$ cat src/common/pwmos_pkg.sv
// shared constants for the pwm output polarity and fault stage
package pwmos_pkg;
  localparam int unsigned NUM_PINS   = 8;
  localparam int unsigned ADDR_W     = 8;
  localparam int unsigned DATA_W     = 32;

  // register byte offsets
  localparam logic [7:0] OFS_CTRL0    = 8'h00;
  localparam logic [7:0] OFS_FLT_CFG  = 8'h04;
  localparam logic [7:0] OFS_OVR_CTL  = 8'h08;
  localparam logic [7:0] OFS_OVR_ST   = 8'h0c;
  localparam logic [7:0] OFS_IRQ_STAT = 8'h10;
  localparam logic [7:0] OFS_IRQ_MASK = 8'h14;
  localparam logic [7:0] OFS_PIN_STAT = 8'h18;

  // fault configuration field positions
  localparam int unsigned FB_EN_A    = 0;
  localparam int unsigned FB_EN_B    = 1;
  localparam int unsigned FB_MODE_A  = 2;
  localparam int unsigned FB_MODE_B  = 3;
  localparam int unsigned FB_SCOPE   = 4;
  localparam int unsigned FB_STAT_A  = 5;
  localparam int unsigned FB_STAT_B  = 6;

  // pin status readback field positions
  localparam int unsigned PB_HIGH_SIDE_POLARITY    = 0;
  localparam int unsigned PB_LOW_SIDE_POLARITY    = 1;
  localparam int unsigned PB_RSTCFG  = 2;
  localparam int unsigned PB_SHUT_A  = 3;
  localparam int unsigned PB_SHUT_B  = 4;
  localparam int unsigned PB_PINS    = 8;

  // reset values
  localparam logic [2:0] PEN_OFF      = 3'h0;
  localparam logic [2:0] PEN_RST_8    = 3'h5;
  localparam logic [2:0] PEN_RST_6    = 3'h4;
  localparam logic [7:0] OVR_CTL_RST  = 8'hff;
  localparam logic [7:0] OVR_ST_RST   = 8'h00;
  localparam logic       SCOPE_RST    = 1'b1;
  localparam logic [1:0] IRQ_MASK_RST = 2'h0;

  // fault input mode encoding
  localparam logic MODE_LATCHED = 1'b0;
  localparam logic MODE_CYCLE   = 1'b1;
endpackage

$ cat src/rtl/pwmos_top.sv
// pwm output stage: pin ownership, polarity, override, fault shutdown, registers
//
// The implementer's own choices: the register offsets and strobed register access.
`timescale 1ns/1ns

// Overview of operation
// RULE1: high-side polarity bit sets odd output polarity
// RULE2: low-side polarity bit sets even output polarity
// RULE3: forced and override levels also pass polarity
// RULE4: default polarity bits give active-high outputs
// RULE5: enabled pins detach port data and direction
// RULE6: unprogrammed reset strap clears pin enables
// RULE7: programmed strap loads 101 or 100 at reset
// RULE8: external fault sources drive inputs low
// RULE9: faults act only while enabled
// RULE10: per-input fault status bit set on fault
// RULE11: latched mode holds until input high, cleared
// RULE12: latched mode resumes at next period start
// RULE13: cycle mode resumes at period, status autoclears
// RULE14: scope one forces all eight outputs inactive
// RULE15: scope zero forces outputs five to zero
// RULE16: shutdown path is pure hardware
// RULE17: override select low follows manual state bit
// RULE18: fault inputs synchronised before any logic
module pwmos_top import pwmos_pkg::*; #(
  parameter int unsigned NUM_OUTPUTS = 8 // 8 or 6 pwm pins bonded
) (
  input  wire logic              i_clk,            // 250 MHz module clock
  input  wire logic              i_rst,            // synchronous reset, active high
  input  wire logic [ADDR_W-1:0] i_addr,           // register byte address
  input  wire logic [DATA_W-1:0] i_wdata,          // register write data
  input  wire logic              i_wr,             // write strobe
  input  wire logic              i_rd,             // read strobe
  output logic      [DATA_W-1:0] o_rdata,          // read data, cycle after i_rd
  input  wire logic              i_high_side_polarity, // strap, 1 = active high
  input  wire logic              i_low_side_polarity,  // strap, 1 = active high
  input  wire logic              i_reset_pin_state_cfg, // strap, 0 = pwm at reset
  input  wire logic              i_fault_in_a_n,   // fault a pin, active low
  input  wire logic              i_fault_in_b_n,   // fault b pin, active low
  input  wire logic [7:0]        i_duty_pwm,       // comparator levels, 1 = active
  input  wire logic              i_period_start,   // one-cycle period start pulse
  input  wire logic [7:0]        i_port_data,      // general port output data
  input  wire logic [7:0]        i_pin_direction_reg, // 1 = input, 0 = output
  input  wire logic [7:0]        i_pin_in,         // pin input levels
  output logic      [7:0]        o_pin_out,        // pin output level
  output logic      [7:0]        o_pin_oe_n,       // low while pin is driven
  output logic                   o_irq             // level interrupt
);

  localparam logic [2:0] PEN_RST = (NUM_OUTPUTS == 8) ? PEN_RST_8 : PEN_RST_6;

  // pin-enable field to pin mask
  function automatic logic [7:0] pen_mask(input logic [2:0] f);
    case (f)
      3'h0:    pen_mask = 8'h00;
      3'h1:    pen_mask = 8'h02;
      3'h2:    pen_mask = 8'h03;
      3'h3:    pen_mask = 8'h0f;
      3'h4:    pen_mask = 8'h3f;
      default: pen_mask = 8'hff;
    endcase
  endfunction

  // active-true level to pin level: odd pins use high side, even low side
  function automatic logic [7:0] apply_pol(input logic [7:0] lvl, input logic hp,
                                           input logic lp);
    for (int i = 0; i < 8; i++) begin
      apply_pol[i] = (i % 2 == 1) ? ~(lvl[i] ^ hp) : ~(lvl[i] ^ lp);
    end
  endfunction

  // two-flop synchronisers for every pin-side input
  // straps stay live; a strap change reaches the pins three edges later
  localparam int unsigned SYNC_W = 13;
  logic [SYNC_W-1:0] sync_meta_r;
  logic [SYNC_W-1:0] sync_r;

  always_ff @(posedge i_clk) begin
    sync_meta_r <= {i_pin_in, i_reset_pin_state_cfg, i_low_side_polarity,
                    i_high_side_polarity, i_fault_in_b_n, i_fault_in_a_n};
    sync_r      <= sync_meta_r; // [RULE18]
  end

  logic       flt_a_n_s;
  logic       flt_b_n_s;
  logic       high_side_polarity_s;
  logic       low_side_polarity_s;
  logic       rstcfg_s;
  logic [7:0] pin_in_s;
  assign flt_a_n_s = sync_r[0];
  assign flt_b_n_s = sync_r[1];
  assign high_side_polarity_s    = sync_r[2];
  assign low_side_polarity_s    = sync_r[3];
  assign rstcfg_s  = sync_r[4];
  assign pin_in_s  = sync_r[12:5];

  // registers
  logic [2:0] pen_r;
  logic       en_a_r;
  logic       en_b_r;
  logic       mode_a_r;
  logic       mode_b_r;
  logic       scope_r;
  logic       stat_a_r;
  logic       stat_b_r;
  logic [7:0] ovr_sel_r;
  logic [7:0] ovr_st_r;
  logic [1:0] irq_stat_r;
  logic [1:0] irq_mask_r;
  logic       shut_a_r;
  logic       shut_b_r;

  logic wr_ctrl0;
  logic wr_fcfg;
  logic wr_irq_stat;
  assign wr_ctrl0    = i_wr && (i_addr == OFS_CTRL0);
  assign wr_fcfg     = i_wr && (i_addr == OFS_FLT_CFG);
  assign wr_irq_stat = i_wr && (i_addr == OFS_IRQ_STAT);

  // strap sampled through the synchroniser; hold reset three or more edges
  always_ff @(posedge i_clk) begin
    if (i_rst) begin
      pen_r <= rstcfg_s ? PEN_OFF : PEN_RST; // [RULE6] [RULE7]
    end else if (wr_ctrl0) begin
      pen_r <= i_wdata[2:0];
    end
  end

  always_ff @(posedge i_clk) begin
    if (i_rst) begin
      en_a_r   <= 1'b0;
      en_b_r   <= 1'b0;
      mode_a_r <= MODE_LATCHED;
      mode_b_r <= MODE_LATCHED;
      scope_r  <= SCOPE_RST;
    end else if (wr_fcfg) begin
      en_a_r   <= i_wdata[FB_EN_A];
      en_b_r   <= i_wdata[FB_EN_B];
      mode_a_r <= i_wdata[FB_MODE_A];
      mode_b_r <= i_wdata[FB_MODE_B];
      scope_r  <= i_wdata[FB_SCOPE];
    end
  end

  always_ff @(posedge i_clk) begin
    if (i_rst) begin
      ovr_sel_r  <= OVR_CTL_RST;
      ovr_st_r   <= OVR_ST_RST;
      irq_mask_r <= IRQ_MASK_RST;
    end else begin
      if (i_wr && i_addr == OFS_OVR_CTL) begin
        ovr_sel_r <= i_wdata[7:0];
      end
      if (i_wr && i_addr == OFS_OVR_ST) begin
        ovr_st_r <= i_wdata[7:0];
      end
      if (i_wr && i_addr == OFS_IRQ_MASK) begin
        irq_mask_r <= i_wdata[1:0];
      end
    end
  end

  // fault detection, only on the synchronised level
  logic flt_a_act;
  logic flt_b_act;
  assign flt_a_act = en_a_r && !flt_a_n_s; // [RULE8] [RULE9]
  assign flt_b_act = en_b_r && !flt_b_n_s; // [RULE8] [RULE9]

  // status: set wins over software clear and over the period auto-clear
  logic stat_a_nxt;
  logic stat_b_nxt;
  always_comb begin
    stat_a_nxt = stat_a_r;
    stat_b_nxt = stat_b_r;
    if (wr_fcfg && i_wdata[FB_STAT_A]) begin
      stat_a_nxt = 1'b0;
    end
    if (wr_fcfg && i_wdata[FB_STAT_B]) begin
      stat_b_nxt = 1'b0;
    end
    if (mode_a_r == MODE_CYCLE && i_period_start) begin
      stat_a_nxt = 1'b0; // [RULE13]
    end
    if (mode_b_r == MODE_CYCLE && i_period_start) begin
      stat_b_nxt = 1'b0; // [RULE13]
    end
    if (flt_a_act) begin
      stat_a_nxt = 1'b1; // [RULE10]
    end
    if (flt_b_act) begin
      stat_b_nxt = 1'b1; // [RULE10]
    end
  end

  always_ff @(posedge i_clk) begin
    if (i_rst) begin
      stat_a_r <= 1'b0;
      stat_b_r <= 1'b0;
    end else begin
      stat_a_r <= stat_a_nxt;
      stat_b_r <= stat_b_nxt;
    end
  end

  // shutdown state per input; released on a period start, or at once when the input is disabled
  // no asynchronous bypass: pins come from flops, so shutdown costs four edges
  function automatic logic shut_next(input logic shut, input logic en, input logic act,
                                     input logic mode, input logic stat,
                                     input logic ps);
    if (!en) begin
      shut_next = 1'b0;
    end else if (act) begin
      shut_next = 1'b1;
    end else if (shut && ps && (mode == MODE_CYCLE || !stat)) begin
      shut_next = 1'b0;
    end else begin
      shut_next = shut;
    end
  endfunction

  always_ff @(posedge i_clk) begin
    if (i_rst) begin
      shut_a_r <= 1'b0;
      shut_b_r <= 1'b0;
    end else begin
      // [RULE11] [RULE12] [RULE13] [RULE16]
      shut_a_r <= shut_next(shut_a_r, en_a_r, flt_a_act, mode_a_r, stat_a_r, i_period_start);
      shut_b_r <= shut_next(shut_b_r, en_b_r, flt_b_act, mode_b_r, stat_b_r, i_period_start);
    end
  end

  // output path
  // forcing acts before polarity, so inactive tracks each pin's polarity
  logic       shut_any;
  logic [7:0] force_mask;
  logic [7:0] lvl;
  logic [7:0] pin_lvl;
  logic [7:0] pen_m;
  assign shut_any   = shut_a_r || shut_b_r;
  assign force_mask = !shut_any ? 8'h00 : (scope_r ? 8'hff : 8'h3f); // [RULE14] [RULE15]
  assign lvl        = ((ovr_sel_r & i_duty_pwm) | (~ovr_sel_r & ovr_st_r)) // [RULE17]
                      & ~force_mask; // [RULE16]
  assign pin_lvl    = apply_pol(lvl, high_side_polarity_s, low_side_polarity_s); // [RULE1] [RULE2] [RULE3] [RULE4]
  assign pen_m      = pen_mask(pen_r);

  always_ff @(posedge i_clk) begin
    if (i_rst) begin
      o_pin_out  <= 8'h00;
      o_pin_oe_n <= 8'hff;
    end else begin
      // pwm-owned pins ignore port data and direction
      o_pin_out  <= (pen_m & pin_lvl) | (~pen_m & i_port_data); // [RULE5]
      o_pin_oe_n <= ~pen_m & i_pin_direction_reg; // [RULE5]
    end
  end

  // interrupts: rising status is the event; write one to clear, set wins
  logic [1:0] irq_evt;
  assign irq_evt = {stat_b_nxt & ~stat_b_r, stat_a_nxt & ~stat_a_r};

  always_ff @(posedge i_clk) begin
    if (i_rst) begin
      irq_stat_r <= 2'h0;
      o_irq      <= 1'b0;
    end else begin
      irq_stat_r <= (irq_stat_r & ~(wr_irq_stat ? i_wdata[1:0] : 2'h0)) | irq_evt;
      o_irq      <= |(irq_stat_r & irq_mask_r);
    end
  end

  // read port; unmapped addresses read zero
  always_ff @(posedge i_clk) begin
    if (i_rst || !i_rd) begin
      o_rdata <= '0;
    end else begin
      case (i_addr)
        OFS_CTRL0:    o_rdata <= {29'h0, pen_r};
        OFS_FLT_CFG:  o_rdata <= {25'h0, stat_b_r, stat_a_r, scope_r, mode_b_r, mode_a_r,
                                  en_b_r, en_a_r};
        OFS_OVR_CTL:  o_rdata <= {24'h0, ovr_sel_r};
        OFS_OVR_ST:   o_rdata <= {24'h0, ovr_st_r};
        OFS_IRQ_STAT: o_rdata <= {30'h0, irq_stat_r};
        OFS_IRQ_MASK: o_rdata <= {30'h0, irq_mask_r};
        OFS_PIN_STAT: o_rdata <= {16'h0, pin_in_s, 3'h0, shut_b_r, shut_a_r, rstcfg_s,
                                  low_side_polarity_s, high_side_polarity_s};
        default:      o_rdata <= '0;
      endcase
    end
  end
endmodule
$ cat config.mk
export PLATFORM = sky130hd
export DESIGN_NAME = pwmos_top
export DESIGN_NICKNAME = d
export VERILOG_FILES = /design/src/common/pwmos_pkg.sv /design/src/rtl/pwmos_top.sv
export SDC_FILE = /design/constraint.sdc
export NUM_CORES = 1
export LEC_CHECK = 0
export BUFFER_PORTS_ARGS = -buffer_cell sky130_fd_sc_hd__buf_2
export CORE_ASPECT_RATIO = 0.7
export CORE_UTILIZATION = 52
export DETAILED_ROUTE_END_ITERATION = 8
export PLACE_DENSITY_LB_ADDON = 0.05
export RECOVER_POWER = 100
export SYNTH_ARGS = -nofsm -noshare
export SYNTH_HDL_FRONTEND = slang
export SYNTH_SLANG_ARGS = --single-unit
export TNS_END_PERCENT = 5
$ cat constraint.sdc
create_clock -name i_clk -period 1.9 [get_ports i_clk]
set_input_delay 0.19 -clock i_clk [delete_from_list [all_inputs] [get_ports i_clk]]
set_output_delay 0.19 -clock i_clk [all_outputs]
set_load 0.05 [all_outputs]
# Word-level counts from Yosys, hierarchy flattened
# Cells that the tools add are included.
[word_totals] reg_bits=107 in_bits=82 out_inout_bits=49 word_cells=118
[op_classes] eq_ne=10 n_mux=18 n_bitwise=37 n_reduce_logical=33
[op_table] operator="$pmux 16 s7" count=1
[op_table] operator="$and 8x8->8" count=6
[op_table] operator="$pmux 8 s5" count=1
[op_table] operator="$eq 8x5->1 const B" count=3
[op_table] operator="$not 8->8" count=3
[op_table] operator="$eq 8x4->1 const B" count=2
[op_table] operator="$logic_and 1x1->1" count=16
[op_table] operator="$mux 8" count=2
[op_table] operator="$or 8x8->8" count=2
[op_table] operator="$not 1->1" count=12
[op_table] operator="$mux 1" count=10
[op_table] operator="$mux 3" count=3
[op_table] operator="$eq 8x3->1 const B" count=1
[op_table] operator="$logic_not 8->1" count=1
[op_table] operator="$xor 1x1->1" count=8
[op_table] operator="$eq 3x2->1 const B" count=2
[op_table] operator="$reduce_bool 2->1" count=3
[op_table] operator="$reduce_or 2->1" count=3
[op_table] operator="$logic_not 1->1" count=5
[op_table] operator="$and 2x2->2" count=2
[op_table] operator="$logic_or 1x1->1" count=4
[op_table] operator="$eq 3x1->1 const B" count=1
[op_table] operator="$eq 3x3->1 const B" count=1
[op_table] operator="$logic_not 3->1" count=1
[op_table] operator="4 further kinds" count=5

# Longest topological paths before layout
[depth] depth_word=8 depth_mapped=6 ltp_nobuf=4

# Worst setup path before layout
# Ideal clock, no wire load.
[synth_path] path_kind="in2reg" start="input i_addr[5]" end="register pen_r[0] (enable)" setup_time_ns=0.300 arrival_ns=0.997 required_time_ns=1.600 slack_ns=0.602 path_stages=4 n_path_buf=0 cell_sequence="nor3_4 -> nand3_1 -> nor3_1 -> a21o_1"
[synth_between] elab_chain_len=3
[synth_rtl] item="from (decl)" line_no="pwmos_top.sv:30" text="input wire logic [ADDR_W-1:0] i_addr,"
[synth_rtl] item="$logic_not 8->1" line_no="pwmos_top.sv:116" text="assign wr_ctrl0 = i_wr && (i_addr == OFS_CTRL0);"
[synth_rtl] item="$logic_and 1x1->1" line_no="pwmos_top.sv:116"
[synth_rtl] item="$reduce_bool 2->1 (no source line)"
[synth_rtl] item="to (signal assigned)" line_no="pwmos_top.sv:123" text="pen_r <= rstcfg_s ? PEN_OFF : PEN_RST;"
[synth_rtl] item="to (signal assigned)" line_no="pwmos_top.sv:125" text="pen_r <= i_wdata[2:0];"
[synth_rtl] item="to (decl)" line_no="pwmos_top.sv:98" text="logic [2:0] pen_r;"
# No other way between the ends.
# A chain may end at the register's enable or synchronous reset.

# Worst setup path after layout
[layout_path] start="input i_addr[2]" end="register stat_a_r"
[layout_between] elab_chain_len=6
[layout_rtl] item="$eq 8x3->1" line_no="pwmos_top.sv:117" text="assign wr_fcfg = i_wr && (i_addr == OFS_FLT_CFG);"
[layout_rtl] item="$logic_and 1x1->1" line_no="pwmos_top.sv:117"
[layout_rtl] item="$logic_and 1x1->1" line_no="pwmos_top.sv:175" text="if (wr_fcfg && i_wdata[FB_STAT_A]) begin"
[layout_rtl] item="$mux 1" line_no="pwmos_top.sv:175"
[layout_rtl] item="$mux 1" line_no="pwmos_top.sv:181" text="if (mode_a_r == MODE_CYCLE && i_period_start) begin"
[layout_rtl] item="$mux 1" line_no="pwmos_top.sv:187" text="if (flt_a_act) begin"
[layout_rtl] item="to (signal assigned)" line_no="pwmos_top.sv:200" text="stat_a_r <= stat_a_nxt;"
[layout_rtl] item="to (decl)" line_no="pwmos_top.sv:104" text="logic stat_a_r;"
# No other way between the ends.

==> flow_summary.json <==
{
  "outcome": "complete, no violations",
  "layout_min_cycle_time_ns": 1.54,
  "cts_made_buffers": 9,
  "worstHoldStart": "i_pin_direction_reg[2]",
  "cts_resized": 0,
  "ys_ff_latch": 91,
  "max_slew_margin": 0.171,
  "clockBufferDepth": 2,
  "tns_ns": 0,
  "hold_viol_final": 0,
  "power_density_mw_per_mm2": 915,
  "worst_path_dominant_cell_family": "simple AND/OR/NAND/NOR gates",
  "hold_buffers": 13,
  "met2_length_um": 3320,
  "rows": 24,
  "final_common_cell": "dfxtp_1",
  "peakVddDrop_mv": 0.502,
  "vias": 2663,
  "fin_cells": 516,
  "grt_pass1_vias": 2401,
  "cpMostUsedCell": "o21ai_0",
  "ant_nets": 0,
  "tritoncts": "yes",
  "cts-root-buf": "clkbuf_8",
  "r2r_slack_ns": 0.48,
  "num-fill-cells": 533,
  "r2r-start": "pen_r[1]",
  "final_layout_size_suffix_gt1_frac": 0.201,
  "path_class": "in -> reg",
  "netlist_instances": 332,
  "r2r_end": "o_pin_out[6]",
  "routed_wl_um": 7720,
  "min_delay_path_depth": 2,
  "antenna_found_initial": 0,
  "grt_overflow": 0,
  "top_level_ports": 131,
  "cp-end-kind": "register",
  "seq_area_frac_synth": 0.537,
  "hold_path_class": "in -> reg",
  "synth_ff_type": "dfxtp_1",
  "clock_sinks": 91,
  "vias_per_cell": 5.16,
  "dieArea_mm2": 0.00696,
  "grt_max_degree": 67,
  "max_cap_viol_count": 0,
  "slowest_stage": "nor3b_1",
  "synth_edf_count": 3,
  "grt_pass1_wl_um": 12100,
  "core_mm2": 0.00631,
  "io_buffer_count": 90,
  "layout.nets": 515,
  "wl_per_cell_um": 15.0,
  "fp.dieH_um": 70.1,
  "synth_area_per_cell_um2": 10.4,
  "multi_input_area_mm2": 0.00141,
  "diodes": 0,
  "seq_area_mm2": 0.00185,
  "critical_path.max_stage_delay_ns": 0.42,
  "post_cts_buffers": 0,
  "async_flop_share": 0,
  "setup_viol": 0,
  "first_pass_iters": 4,
  "path_clk_slew_ns": 0.09,
  "fin_crit_sh": 0.808,
  "slew_viol_final": 0,
  "final_cell_mix": "dfxtp_1, buf_2, nor2_1",
  "crit_arrival_ns": 1.77,
  "worstMarginPinSlew_ns": 1.24,
  "worstPathRequired_ns": 2.14,
  "crit_chain": "buf_2, nor3b_1, nand4_2, o21ai_0, o21ai_0",
  "rsz0062_at_grt": "no",
  "wl_met3_um": 521,
  "p_leak_nw": 1.92,
  "reg2reg_depth": 3,
  "fin_skew_ns": 0.0130,
  "netlist_area_mm2": 0.00345,
  "max_freq_ghz": 0.651,
  "place_congestion": 0.791,
  "areaGrowthSynthToFinish_pct": 20.9,
  "die_w_um": 99.3,
  "dpl.hpwl_um": 5380,
  "worst_setup_path_start_kind": "primary input",
  "drtIter0Drc": 127,
  "yosys_warnings": 0,
  "hold_path_end": "o_pin_oe_n[2]",
  "grt_util_all_layers": 0.232,
  "path_max_fanout": 19,
  "crit_buf_inv": 1,
  "synth.distinct_cells": 47,
  "drc_errors": 0,
  "top_layer": "met4",
  "dp_cells": 487,
  "insertion_delay_ns": 0.36,
  "start_util": 0.546,
  "wl_met1_um": 3760,
  "cts_htree_levels": 3
}
per-stage QoR:
stage               worst slack, ns  hold slack [ns]  instance area (µm²)  power [mW]   util
finish                        0.364           0.0194                 4170        3.81  0.661
global route                  0.225          0.00158                 4170        3.96  0.661
CTS                           0.527          0.00908                 4240        3.85  0.672
detailed placement            0.175            0.294                 3900        2.49  0.618
global placement              0.307            0.292                 3900        2.49  0.618
floorplan                     0.602            0.218                 3500        2.39      -
Yosys cell counts (3+ instances only):
cell type | number | area, µm²
and2_1 | 8 | 50.1
o21ai_0 | 8 | 40.0
nor2b_1 | 8 | 50.1
buf_4 | 18 | 135
nand2b_1 | 4 | 25.0
nor3_1 | 10 | 50.1
xor2_1 | 8 | 70.1
dfxtp_1 | 88 | 1760
o31ai_1 | 6 | 45.0
nand4_2 | 3 | 37.5
edfxtp_1 | 3 | 90.1
inv_1 | 6 | 22.5
nor2_1 | 38 | 143
a21o_1 | 9 | 67.6
nand2_1 | 9 | 33.8
a22oi_1 | 5 | 37.5
clkbuf_1 | 8 | 30.0
a221oi_1 | 4 | 35.0
a21oi_1 | 15 | 75.1
nand3b_1 | 6 | 45.0
mux2i_1 | 27 | 270
buf_2 | 4 | 20.0
worst reg2reg max path, stage by stage (launching register included):
cell and delay (ns):
edfxtp_1 0.45, o21ai_0 0.63, nand3b_1 0.14, o31ai_1 0.10
power breakdown:
| part | switching (mW) | internal [mW] |
|---|---|---|
| logic | 0.316 | 0.135 |
| clock network | 0.699 | 0.654 |
| registers | 0.0273 | 1.98 |
registers in the layout, summed over array words and instances (netlist names):
signal	count
sync_meta_r	13
o_pin_oe_n	8
scope_r	1
o_rdata	16
stat_a_r	1
shut_a_r	1
en_b_r	1
stat_b_r	1
mode_a_r	1
mode_b_r	1
o_pin_out	8
irq_mask_r	2
ovr_sel_r	8
ovr_st_r	8
pen_r	3
shut_b_r	1
irq_stat_r	2
o_irq	1
sync_r	13
en_a_r	1
how the worst max path moves through the flow:
stage / to / start / cells after the start
after floorplan: pen_r[0] / i_addr[5] / 4
after global placement: stat_a_r / i_addr[2] / 5
after detailed placement: stat_a_r / i_addr[2] / 5
after CTS: o_pin_out[6] / shut_b_r / 4
after global routing: stat_a_r / i_addr[2] / 5
final: stat_a_r / i_addr[2] / 5
cell families after synthesis:
family                    after synthesis  share of synthesized area
other                                   1                    0.00109
muxes                                  30                     0.0915
buffers and inverters                  40                     0.0672
xor gates and xnor gates                8                     0.0203
DFF                                    91                      0.537
and+or+nand+nor                        99                      0.160
AOI/OAI and AO/OA                      63                      0.122
cell type report:
| class | count | share of cell area |
|---|---|---|
| Clock buffer | 10 | 0.0330 |
| Tap cell | 78 | 0.0234 |
| Sequential cell | 91 | 0.445 |
| Clock inverter | 6 | 0.0165 |
| Inverter | 6 | 0.00541 |
| Timing Repair Buffer | 109 | 0.139 |
| Multi-Input combinational cell | 216 | 0.338 |
routing by layer:
layer	track usage	up-vias
met5	0	-
li1	-	1318
met4	0.0899	0
met3	0.0681	15
met1	0.329	1218
met2	0.331	112
Note: power is estimated with default switching activity, not from simulation.
